==> config.mk <==
export PLATFORM = sky130hd
export DESIGN_NAME = pta_target
export DESIGN_NICKNAME = d
export VERILOG_FILES = /design/src/pta_target.v /design/src/pta_wait_cnt.v
export VERILOG_INCLUDE_DIRS = /design/src
export SDC_FILE = /design/constraint.sdc
export NUM_CORES = 1
export LEC_CHECK = 0
export ABC_CLOCK_PERIOD_IN_PS = 3200
export BUFFER_PORTS_ARGS = -buffer_cell sky130_fd_sc_hd__buf_2
export CAP_MARGIN = 20
export CORE_MARGIN = 8
export CORE_UTILIZATION = 40
export DETAILED_ROUTE_END_ITERATION = 10
export HOLD_SLACK_MARGIN = 0.05
export PLACE_DENSITY = 0.67
export SYNTH_ARGS = -nofsm -noshare
export SYNTH_HDL_FRONTEND = slang
export SYNTH_SLANG_ARGS = --single-unit
==> constraint.sdc <==
create_clock -name i_clk -period 3.2 [get_ports i_clk]
set_input_delay 0.96 -clock i_clk [delete_from_list [all_inputs] [get_ports i_clk]]
set_output_delay 0.96 -clock i_clk [all_outputs]
set_load 0.02 [all_outputs]
==> src/pta_consts.vh <==
// constants for the pci target access control block
`ifndef PTA_CONSTS_VH
`define PTA_CONSTS_VH
// pci bus commands
`define PTA_CMD_IO_RD 4'h2
`define PTA_CMD_IO_WR 4'h3
`define PTA_CMD_MEM_RD 4'h6
`define PTA_CMD_MEM_WR 4'h7
`define PTA_CMD_CFG_RD 4'hA
`define PTA_CMD_CFG_WR 4'hB
`define PTA_CMD_MEM_RD_MULT 4'hC
`define PTA_CMD_MEM_RD_LINE 4'hE
`define PTA_CMD_MEM_WR_INV 4'hF
// byte enable value meaning no byte enabled
`define PTA_BE_NONE 4'hF
// wait limit in pci clocks for idle or queue space
`define PTA_WAIT_LIMIT 4'h8
// rom address shift for alternate rom space
`define PTA_ROM_SHIFT 2
// address space codes
`define PTA_SP_NONE 3'h0
`define PTA_SP_CORE_REG 3'h1
`define PTA_SP_FB 3'h2
`define PTA_SP_BYPASS 3'h3
`define PTA_SP_BAR1 3'h4
`define PTA_SP_ROM 3'h5
`define PTA_SP_ALT_ROM 3'h6
`define PTA_SP_RESERVED 3'h7
// window sizes as address masks
`define PTA_BAR0_MASK 32'hFE000000
`define PTA_BAR1_MASK 32'hFFFC0000
`define PTA_ROM_MASK 32'hFFFC0000
// core space layout inside base address 0 (one copy in 4MB)
`define PTA_CORE_FB_BIT 21
`define PTA_CORE_RES_BIT 20
// base address 1 layout
`define PTA_B1_ALTROM_BIT 17
`define PTA_B1_BYPASS_BIT 16
// vga io ports owned, dac io ports owned
`define PTA_VGA_IO_LO 16'h03B0
`define PTA_VGA_IO_HI 16'h03DF
`define PTA_DAC_IO_BASE 16'h03C4
// command queue depth
`define PTA_CMDQ_DEPTH 64
`endif

==> src/pta_target.v <==
// pci target access control: decode, interlock, termination
`timescale 1ns/1ps
`include "pta_consts.vh"
module pta_target (
   input wire i_clk, // pci clock, 25 MHz
   input wire i_rst_n, // synchronous reset, active low
   input wire [31:0] i_ad, // address/data in
   input wire [3:0] i_cbe_n, // command / byte enables, active low
   input wire i_frame_n, // frame, active low
   input wire i_irdy_n, // initiator ready, active low
   input wire i_idsel, // configuration select
   output reg [31:0] o_ad, // read data out
   output reg o_ad_oe_n, // ad output enable, low drives
   output reg o_trdy_n, // target ready, active low
   output reg o_stop_n, // stop, active low
   output reg o_devsel_n, // devsel, active low
   output reg o_ctl_oe_n, // trdy/stop/devsel enable, low drives
   input wire [31:0] i_bar0, // device_base_addr_0
   input wire [31:0] i_bar1, // device_base_addr_1
   input wire [31:0] i_rom_bar, // expansion_rom_base_addr
   input wire i_rom_en, // expansion rom decode enable
   input wire i_busy, // busy bit of command_status_reg
   input wire i_dma_active, // dma in progress
   output reg o_reg_rd, // core/base 1/bypass register read strobe
   output reg o_reg_wr, // register write strobe (base 1, cfg, io)
   output reg o_cfg_sel, // register access targets config space
   output reg [31:0] o_reg_addr, // register address
   output reg [31:0] o_reg_wdata, // register write data
   input wire [31:0] i_reg_rdata, // register read data, same cycle
   output reg o_path_req, // frame_buffer_device_access_path request
   output reg [31:0] o_path_addr, // access path address
   output reg [3:0] o_path_be_n, // access path byte enables
   input wire i_path_ack, // access path data valid pulse
   input wire [31:0] i_path_rdata, // access path read data
   input wire i_cmdq_full, // command queue full
   output reg o_cmdq_wr, // command queue push
   output reg [35:0] o_cmdq_data, // queue entry {be_n, addr or data}
   output reg o_cmdq_is_addr, // entry carries an address
   output reg o_snoop // dac snoop pulse after transfer
);
   // ------------------------------------------------------------
   // states (one hot)
   // ------------------------------------------------------------
   localparam [7:0] ST_IDLE = 8'h01;
   localparam [7:0] ST_WAIT = 8'h02; // busy or queue wait
   localparam [7:0] ST_FETCH = 8'h04; // access path or register read pending
   localparam [7:0] ST_DATA = 8'h08; // read: trdy asserted; write: waiting irdy
   localparam [7:0] ST_TERM = 8'h10; // stop, trdy high
   localparam [7:0] ST_WRQ = 8'h20; // base 0 write burst
   localparam [7:0] ST_DROP = 8'h40; // release bus
   localparam [7:0] ST_IGN = 8'h80; // not ours, wait frame end

   reg [7:0] st_reg;
   reg [2:0] sp_reg;
   reg rd_reg;
   reg io_reg;
   reg [31:0] addr_reg;
   reg pend_reg; // write data latched awaiting snoop
   reg count_en;
   reg clr_wait;
   wire expired;

   // ------------------------------------------------------------
   // decode helpers
   // ------------------------------------------------------------
   function in_win;
      input [31:0] a;
      input [31:0] base;
      input [31:0] mask;
      begin
         in_win = ((a & mask) == (base & mask));
      end
   endfunction

   // command folding: invalidate and line/multiple reads map to plain
   function [3:0] fold_cmd;
      input [3:0] c;
      begin
         case (c)
            `PTA_CMD_MEM_WR_INV: fold_cmd = `PTA_CMD_MEM_WR;
            `PTA_CMD_MEM_RD_LINE, `PTA_CMD_MEM_RD_MULT:
               fold_cmd = `PTA_CMD_MEM_RD;
            default: fold_cmd = c;
         endcase
      end
   endfunction

   // legal byte enables for a vga/dac io port: must address own byte
   function io_be_ok;
      input [1:0] a;
      input [3:0] be_n;
      begin
         io_be_ok = (be_n != `PTA_BE_NONE) && ((be_n >> a) & 4'h1) == 4'h0
            && ((~be_n & ((4'h1 << a) - 4'h1)) == 4'h0);
      end
   endfunction

   wire [3:0] cmd = fold_cmd(i_cbe_n);
   wire start = (st_reg == ST_IDLE) && !i_frame_n;
   wire is_mem = (cmd == `PTA_CMD_MEM_RD) || (cmd == `PTA_CMD_MEM_WR);
   wire is_cfg = i_idsel && (i_ad[1:0] == 2'b00) &&
      ((cmd == `PTA_CMD_CFG_RD) || (cmd == `PTA_CMD_CFG_WR));
   wire is_io = (cmd == `PTA_CMD_IO_RD) || (cmd == `PTA_CMD_IO_WR);
   wire hit0 = is_mem && in_win(i_ad, i_bar0, `PTA_BAR0_MASK);
   wire hit1 = is_mem && in_win(i_ad, i_bar1, `PTA_BAR1_MASK);
   wire hitr = is_mem && i_rom_en && in_win(i_ad, i_rom_bar, `PTA_ROM_MASK);
   wire hit_io = is_io && i_ad[15:0] >= `PTA_VGA_IO_LO && i_ad[15:0] <= `PTA_VGA_IO_HI;
   wire cmd_rd = (cmd == `PTA_CMD_MEM_RD) || (cmd == `PTA_CMD_CFG_RD) ||
      (cmd == `PTA_CMD_IO_RD);
   wire burst = !i_frame_n;
   wire irdy = !i_irdy_n;

   // space classification at the address phase
   reg [2:0] sp_dec;
   always @* begin
      sp_dec = `PTA_SP_NONE;
      if (is_cfg || hit_io) begin
         sp_dec = `PTA_SP_BYPASS;
      end else if (hit0) begin
         if (i_ad[`PTA_CORE_FB_BIT])
            sp_dec = `PTA_SP_FB;
         else if (i_ad[`PTA_CORE_RES_BIT])
            sp_dec = `PTA_SP_RESERVED;
         else
            sp_dec = `PTA_SP_CORE_REG;
      end else if (hit1) begin
         if (i_ad[`PTA_B1_ALTROM_BIT])
            sp_dec = `PTA_SP_ALT_ROM;
         else if (i_ad[`PTA_B1_BYPASS_BIT])
            sp_dec = `PTA_SP_BYPASS;
         else
            sp_dec = `PTA_SP_BAR1;
      end else if (hitr) begin
         // rom window writes behave as reserved writes
         sp_dec = cmd_rd ? `PTA_SP_ROM : `PTA_SP_RESERVED;
      end
   end

   wire interlock = (sp_reg == `PTA_SP_CORE_REG) || (sp_reg == `PTA_SP_FB) ||
      (sp_reg == `PTA_SP_ALT_ROM) || (sp_reg == `PTA_SP_ROM);
   // dma retries only reads of core, frame buffer and rom spaces; trades fairness for ordering
   wire busy_now = i_busy || (i_dma_active && sp_reg != `PTA_SP_BYPASS);

   pta_wait_cnt i_pta_wait_cnt (
      .i_clk(i_clk),
      .i_rst_n(i_rst_n),
      .i_clear(clr_wait),
      .i_count(count_en),
      .o_expired(expired)
   );

   // ------------------------------------------------------------
   // wait counter control
   // ------------------------------------------------------------
   always @* begin
      clr_wait = (st_reg != ST_WAIT) && (st_reg != ST_WRQ);
      count_en = (st_reg == ST_WAIT) ||
         ((st_reg == ST_WRQ) && i_cmdq_full);
      if (st_reg == ST_WRQ && !i_cmdq_full)
         clr_wait = 1'b1;
   end

   // ------------------------------------------------------------
   // main target state machine
   // ------------------------------------------------------------
   always @(posedge i_clk) begin
      if (!i_rst_n) begin
         st_reg <= ST_IDLE;
         sp_reg <= `PTA_SP_NONE;
         rd_reg <= 1'b0;
         io_reg <= 1'b0;
         addr_reg <= 32'h00000000;
         pend_reg <= 1'b0;
         o_ad <= 32'h00000000;
         o_ad_oe_n <= 1'b1;
         o_trdy_n <= 1'b1;
         o_stop_n <= 1'b1;
         o_devsel_n <= 1'b1;
         o_ctl_oe_n <= 1'b1;
         o_reg_rd <= 1'b0;
         o_reg_wr <= 1'b0;
         o_cfg_sel <= 1'b0;
         o_reg_addr <= 32'h00000000;
         o_reg_wdata <= 32'h00000000;
         o_path_req <= 1'b0;
         o_path_addr <= 32'h00000000;
         o_path_be_n <= 4'h0;
         o_cmdq_wr <= 1'b0;
         o_cmdq_data <= 36'h000000000;
         o_cmdq_is_addr <= 1'b0;
         o_snoop <= 1'b0;
      end else begin
         o_reg_rd <= 1'b0;
         o_reg_wr <= 1'b0;
         o_path_req <= 1'b0;
         o_cmdq_wr <= 1'b0;
         o_snoop <= 1'b0;
         case (st_reg)
            ST_IDLE: begin
               o_ctl_oe_n <= 1'b1;
               if (start) begin
                  addr_reg <= i_ad;
                  rd_reg <= cmd_rd;
                  io_reg <= hit_io;
                  o_cfg_sel <= is_cfg;
                  sp_reg <= sp_dec;
                  if (sp_dec == `PTA_SP_NONE) begin
                     st_reg <= ST_IGN;
                  end else begin
                     o_devsel_n <= 1'b0;
                     o_ctl_oe_n <= 1'b0;
                     if (cmd_rd) begin
                        o_ad_oe_n <= 1'b0;
                        st_reg <= ST_WAIT;
                     end else if (sp_dec == `PTA_SP_FB || sp_dec == `PTA_SP_CORE_REG)
                     begin
                        // base 0 writes queue the address first
                        o_cmdq_data <= {4'h0, i_ad};
                        o_cmdq_is_addr <= 1'b1;
                        st_reg <= i_cmdq_full ? ST_WAIT : ST_WRQ;
                        o_cmdq_wr <= !i_cmdq_full;
                     end else begin
                        st_reg <= ST_DATA; // writes wait irdy in ST_DATA
                     end
                  end
               end
            end
            ST_WAIT: begin
               if (rd_reg && io_reg && !io_be_ok(addr_reg[1:0], i_cbe_n)) begin
                  o_devsel_n <= 1'b1; // io read with bad byte enables
                  o_stop_n <= 1'b0;
                  st_reg <= ST_TERM;
               end else if (rd_reg && (!interlock || !busy_now)) begin
                  if (sp_reg == `PTA_SP_FB || sp_reg == `PTA_SP_ROM ||
                      sp_reg == `PTA_SP_ALT_ROM) begin
                     o_path_req <= 1'b1;
                     o_path_be_n <= (sp_reg == `PTA_SP_FB) ? i_cbe_n : 4'h0;
                     o_path_addr <= (sp_reg == `PTA_SP_ALT_ROM) ?
                        {addr_reg[29:2], 4'h0} : addr_reg;
                     st_reg <= ST_FETCH;
                  end else begin
                     o_reg_rd <= (sp_reg != `PTA_SP_RESERVED);
                     o_reg_addr <= addr_reg;
                     st_reg <= ST_FETCH;
                  end
               end else if (!rd_reg && !i_cmdq_full) begin
                  o_cmdq_data <= {4'h0, addr_reg};
                  o_cmdq_is_addr <= 1'b1;
                  o_cmdq_wr <= 1'b1;
                  st_reg <= ST_WRQ;
               end else if (expired) begin
                  // retry: stop without trdy, first phase only
                  o_stop_n <= 1'b0;
                  st_reg <= ST_TERM;
               end
            end
            ST_FETCH: begin
               if (o_reg_rd || i_path_ack || sp_reg == `PTA_SP_RESERVED) begin
                  if (sp_reg == `PTA_SP_RESERVED || (o_cfg_sel && o_reg_addr[7:2] > 6'h0F))
                     o_ad <= 32'h00000000;
                  else
                     o_ad <= o_reg_rd ? i_reg_rdata : i_path_rdata;
                  o_trdy_n <= 1'b0;
                  st_reg <= ST_DATA;
               end
            end
            ST_DATA: begin
               if (rd_reg) begin
                  // trdy held until irdy, then frame tested
                  if (irdy) begin
                     o_trdy_n <= 1'b1;
                     if (burst) begin
                        o_stop_n <= 1'b0;
                        st_reg <= ST_TERM;
                     end else begin
                        st_reg <= ST_DROP;
                     end
                  end
               end else if (irdy) begin
                  // write: latch then complete; null phase is a no-op
                  if (i_cbe_n != `PTA_BE_NONE && sp_reg != `PTA_SP_RESERVED &&
                      !(o_cfg_sel && addr_reg[7:2] > 6'h0F)) begin
                     o_reg_wr <= !io_reg || io_be_ok(addr_reg[1:0], i_cbe_n);
                     o_reg_addr <= addr_reg;
                     o_reg_wdata <= i_ad; // all 32 bits
                  end
                  if (io_reg && i_cbe_n != `PTA_BE_NONE && !io_be_ok(addr_reg[1:0], i_cbe_n))
                  begin
                     // bad io byte enables abort; base spaces never reach here
                     o_devsel_n <= 1'b1;
                     o_stop_n <= 1'b0;
                     st_reg <= ST_TERM;
                  end else begin
                     o_trdy_n <= 1'b0;
                     pend_reg <= io_reg;
                     o_stop_n <= !burst;
                     st_reg <= burst ? ST_TERM : ST_DROP;
                  end
               end
            end
            ST_WRQ: begin
               if (irdy && !o_trdy_n) begin
                  // queued phase accepted this edge
                  o_trdy_n <= 1'b1;
               end else if (irdy && !i_cmdq_full) begin
                  o_cmdq_data <= {i_cbe_n, i_ad};
                  o_cmdq_is_addr <= 1'b0;
                  o_cmdq_wr <= 1'b1;
                  o_trdy_n <= 1'b0;
                  if (!burst)
                     st_reg <= ST_DROP;
               end else if (expired) begin
                  o_stop_n <= 1'b0;
                  st_reg <= ST_TERM;
               end else if (i_frame_n && !irdy) begin
                  st_reg <= ST_DROP;
               end
            end
            ST_TERM: begin
               o_trdy_n <= 1'b1;
               // hold stop until master drops frame, rely on repeat
               if (i_frame_n) begin
                  st_reg <= ST_DROP;
               end
            end
            ST_DROP: begin
               // snoop follows the completed transfer
               o_snoop <= pend_reg;
               pend_reg <= 1'b0;
               o_trdy_n <= 1'b1;
               o_stop_n <= 1'b1;
               o_devsel_n <= 1'b1;
               o_ad_oe_n <= 1'b1;
               st_reg <= ST_IDLE;
            end
            ST_IGN: begin
               if (i_frame_n && i_irdy_n)
                  st_reg <= ST_IDLE;
            end
            default: st_reg <= ST_IDLE;
         endcase
      end
   end
endmodule // pta_target

==> src/pta_wait_cnt.v <==
// wait counter for retry and disconnect decisions
`timescale 1ns/1ps
`include "pta_consts.vh"
module pta_wait_cnt (
   input wire i_clk, // pci clock
   input wire i_rst_n, // synchronous reset, active low
   input wire i_clear, // restart the count at zero
   input wire i_count, // one wait clock elapsed
   output wire o_expired // limit reached
);
   reg [3:0] cnt_reg;
   // ------------------------------------------------------------
   // counter
   // ------------------------------------------------------------
   // clear wins so every new wait starts fresh
   always @(posedge i_clk) begin
      if (!i_rst_n || i_clear) begin
         cnt_reg <= 4'h0;
      end else if (i_count && cnt_reg != `PTA_WAIT_LIMIT) begin
         cnt_reg <= cnt_reg + 4'h1;
      end
   end
   assign o_expired = (cnt_reg == `PTA_WAIT_LIMIT);
endmodule // pta_wait_cnt

==> run summary <==
Outcome - finished, final reports clean
RSZ-0062 raised after global routing - no
FF+latch count, synth - 230
Final Max Tran Viols - 0
Slew @ Worst Pin - 0.695 ns
# diodes - 0
Family with the most delay on the worst path - simple AND/OR/NAND/NOR gates
Clk root buf - clkbuf_16
CP Data Arrival Time - 3.13 ns
Placed Instance Area - 0.0125 mm^2
Post-Synthesis Cells - 1314
Drt total wl - 37.6 mm
WL per Instance - 19.2 um
Crit path cell chain - buf_2, nor2b_1, o21ai_1, or3_1, nor3b_1, o2111ai_4, buf_12, mux2i_1, nor2_1
Max FFs per register - 36
Minimum clock period - 2.72 ns
Clock Tree Buf Depth - 3
Worst path required time - 3.60 ns
Crit path from - i_cbe_n[3]
Mapped Nets - 1525
P&R area growth vs syn - 27.6%
GRT Total Usage - 22.8%
CTS tree - done
Cts bufs inserted - 25
Vias per Instance - 5.24
Final estimated routing congestion in global placement - 0.860
PwrDens - 587 mW/mm^2
Seq/Total Area, Yosys - 44.0%
Clock transition at path regs - 0.06 ns
Chip width - 178 um
Predominant post-synthesis flop cell - dfxtp_1
Via Count - 10300
Mean Syn Cell Area - 7.97 um^2
Drt initial violations - 651
Initial Utilization - 40.4%
CTS resizes - 0
Critical path type - primary input to flip-flop
CP max stage cell - or3_1
Fillcell total - 2482
CP max stage delay - 0.43 ns
Crit share post-route - 85.1%
Die area - 0.0316 mm^2
Reg2Reg Depth - 8
Startpoint types - primary input
FF-to-FF Start - sp_reg[1]
Initial antenna violation count - 0
Rel. slew slack - 53.5%
CP Capture Point - o_cmdq_data[10]
Synth Warn # - 0
Post-route insts no fill - 1959
Mapped Area - 0.0105 mm^2
Pre-CTS setup slack - -0.0652 ns
Vias in the first global route - 10100
Setup crit end kind - flip-flop
Layout cell share with drive strength beyond 1 - 26.4%
CTS Hold Bufs - 0
HPWL after detailed placement - 27.9 mm
Core Util, Final - 51.6%
Design area - 0.0134 mm^2
Clock Latency Late Sink - 0.54 ns
Biggest register - o_cmdq_data
Gr ovfl total - 0
First-pass GRT wire length - 57.1 mm
Post-CTS setup buffer count - 0
VDD IR max - 400 uV
# IOs - 386
Final setup fails - 0
IO buf count - 324
Distinct cells, synth - 63
Die height - 178 um
FMAX - 367 MHz
Post-DRT Antenna Nets - 0
H-Tree Depth - 1
Core ar. - 0.0259 mm^2
Final Skew - 0.0112 ns
CTS Sinks - 230
Critical path depth - 9
Final Hold Fails - 0
Critical path buffers and inverters - 2
Register-to-register setup slack - 0.70 ns
Async S/R FF share, synth - 0%
Placed cell count - 1914
# nets final - 1817
CP max FO - 24
Post-route setup slack - 0.476 ns
Residual DRC - 0
Num rows - 59
Largest net degree at the start of global routing - 76
DRT Pass-1 Iters - 7
Leak - 0.00606 uW
Count of flip-flops with a built-in enable after synthesis - 0
Hold Crit Class - flip-flop to flip-flop
Worst R2R End - st_reg[0]
Max Cap Viol - 0
power by group:
part,internal (uW),switching (uW)
Clock,1840,1220
Combinational,602,934
Sequential,3050,188
logic make-up after synthesis:
| kind of cell | Yosys count | synth area share (%) |
|---|---|---|
| compound gates | 244 | 13.7 |
| fa+ha+maj | 5 | 0.598 |
| mux | 95 | 9.11 |
| flops | 230 | 44.0 |
| simple gates | 594 | 24.8 |
| xor+xnor | 38 | 3.18 |
| buf+inv | 108 | 4.66 |
placed cells by master (no fill, tap or decap), drive strengths merged, types with 8 or more instances in the layout:
cell type,instances
inv,9
buf,365
xnor2,33
o21ai,19
nor3,39
nand2,325
nand4,14
and3,10
mux2i,93
clkbuf,35
dfxtp,230
nor2,131
nand3,25
a211oi,30
a21oi,153
nor2b,8
synthesized netlist by cell type (3+ instances only):
| master | instances | share of area, % |
|---|---|---|
| a211oi_1 | 29 | 2.1 |
| a21oi_1 | 153 | 7.3 |
| a22oi_1 | 5 | 0.36 |
| a31oi_1 | 6 | 0.36 |
| and2_1 | 5 | 0.30 |
| and3_1 | 10 | 0.60 |
| and4b_1 | 4 | 0.38 |
| buf_2 | 15 | 0.72 |
| buf_6 | 5 | 0.54 |
| clkbuf_1 | 77 | 2.8 |
| dfxtp_1 | 230 | 44 |
| ha_1 | 5 | 0.60 |
| inv_1 | 8 | 0.29 |
| mux2i_1 | 93 | 8.9 |
| nand2_1 | 325 | 12 |
| nand2b_1 | 6 | 0.36 |
| nand3_1 | 25 | 1.2 |
| nand4_1 | 14 | 0.84 |
| nor2_1 | 130 | 4.7 |
| nor2b_1 | 8 | 0.48 |
| nor3_1 | 39 | 1.9 |
| nor4_1 | 4 | 0.24 |
| o2111ai_1 | 3 | 0.25 |
| o211ai_1 | 5 | 0.36 |
| o21a_1 | 3 | 0.22 |
| o21ai_0 | 18 | 0.86 |
| or3_1 | 3 | 0.18 |
| xnor2_1 | 33 | 2.8 |
| xor2_1 | 5 | 0.42 |
layer usage:
layer	wire, um	global-route usage [%]	share of wire (%)
met1	15300	27.2	41
met2	17500	39.5	47
met3	3820	6.32	10
met4	911	6.32	2.4
met5	0	0	0
cell type report:
class,count,area [um^2],share of cell area (%)
multi-input cells,976,5420,40.6
flip-flops and latches,230,4610,34.5
repair buffers,365,2000,15.0
clock buffers,35,733,5.49
well taps,335,419,3.14
clock inverters,10,140,1.05
inverters,8,35.0,0.262
stage by stage:
| step | TNS (ns) | power (uW) | hold slack, ns |
|---|---|---|---|
| 2_1_floorplan | 0 | 4270 | 0.443 |
| 3_3_place_gp | -1.50 | 4820 | 0.436 |
| 3_5_place_dp | -1.40 | 4850 | 0.442 |
| 4_1_cts | 0 | 7910 | 0.449 |
| 5_1_grt | 0 | 8190 | 0.461 |
| 6_report | 0 | 7840 | 0.448 |
worst reg2reg max path: stages, from the launching register on:
cell	delay, ns
dfxtp_1	0.42
ha_1	0.24
nand2b_1	0.12
a21oi_1	0.33
o21ai_0	0.23
o2111a_1	0.27
a2111o_1	0.42
nor2_1	0.21
o21ai_0	0.12
worst min path at each step:
stage,cells past startpoint,to,start
floorplan,2,pend_reg,pend_reg
global placement,2,o_reg_addr[21],o_reg_addr[21]
detailed placement,2,o_reg_addr[28],o_reg_addr[28]
CTS,2,o_reg_addr[14],o_reg_addr[14]
global route,2,o_reg_addr[25],o_reg_addr[25]
finish,2,o_reg_addr[8],o_reg_addr[8]
(Power assumes the default switching activity.)
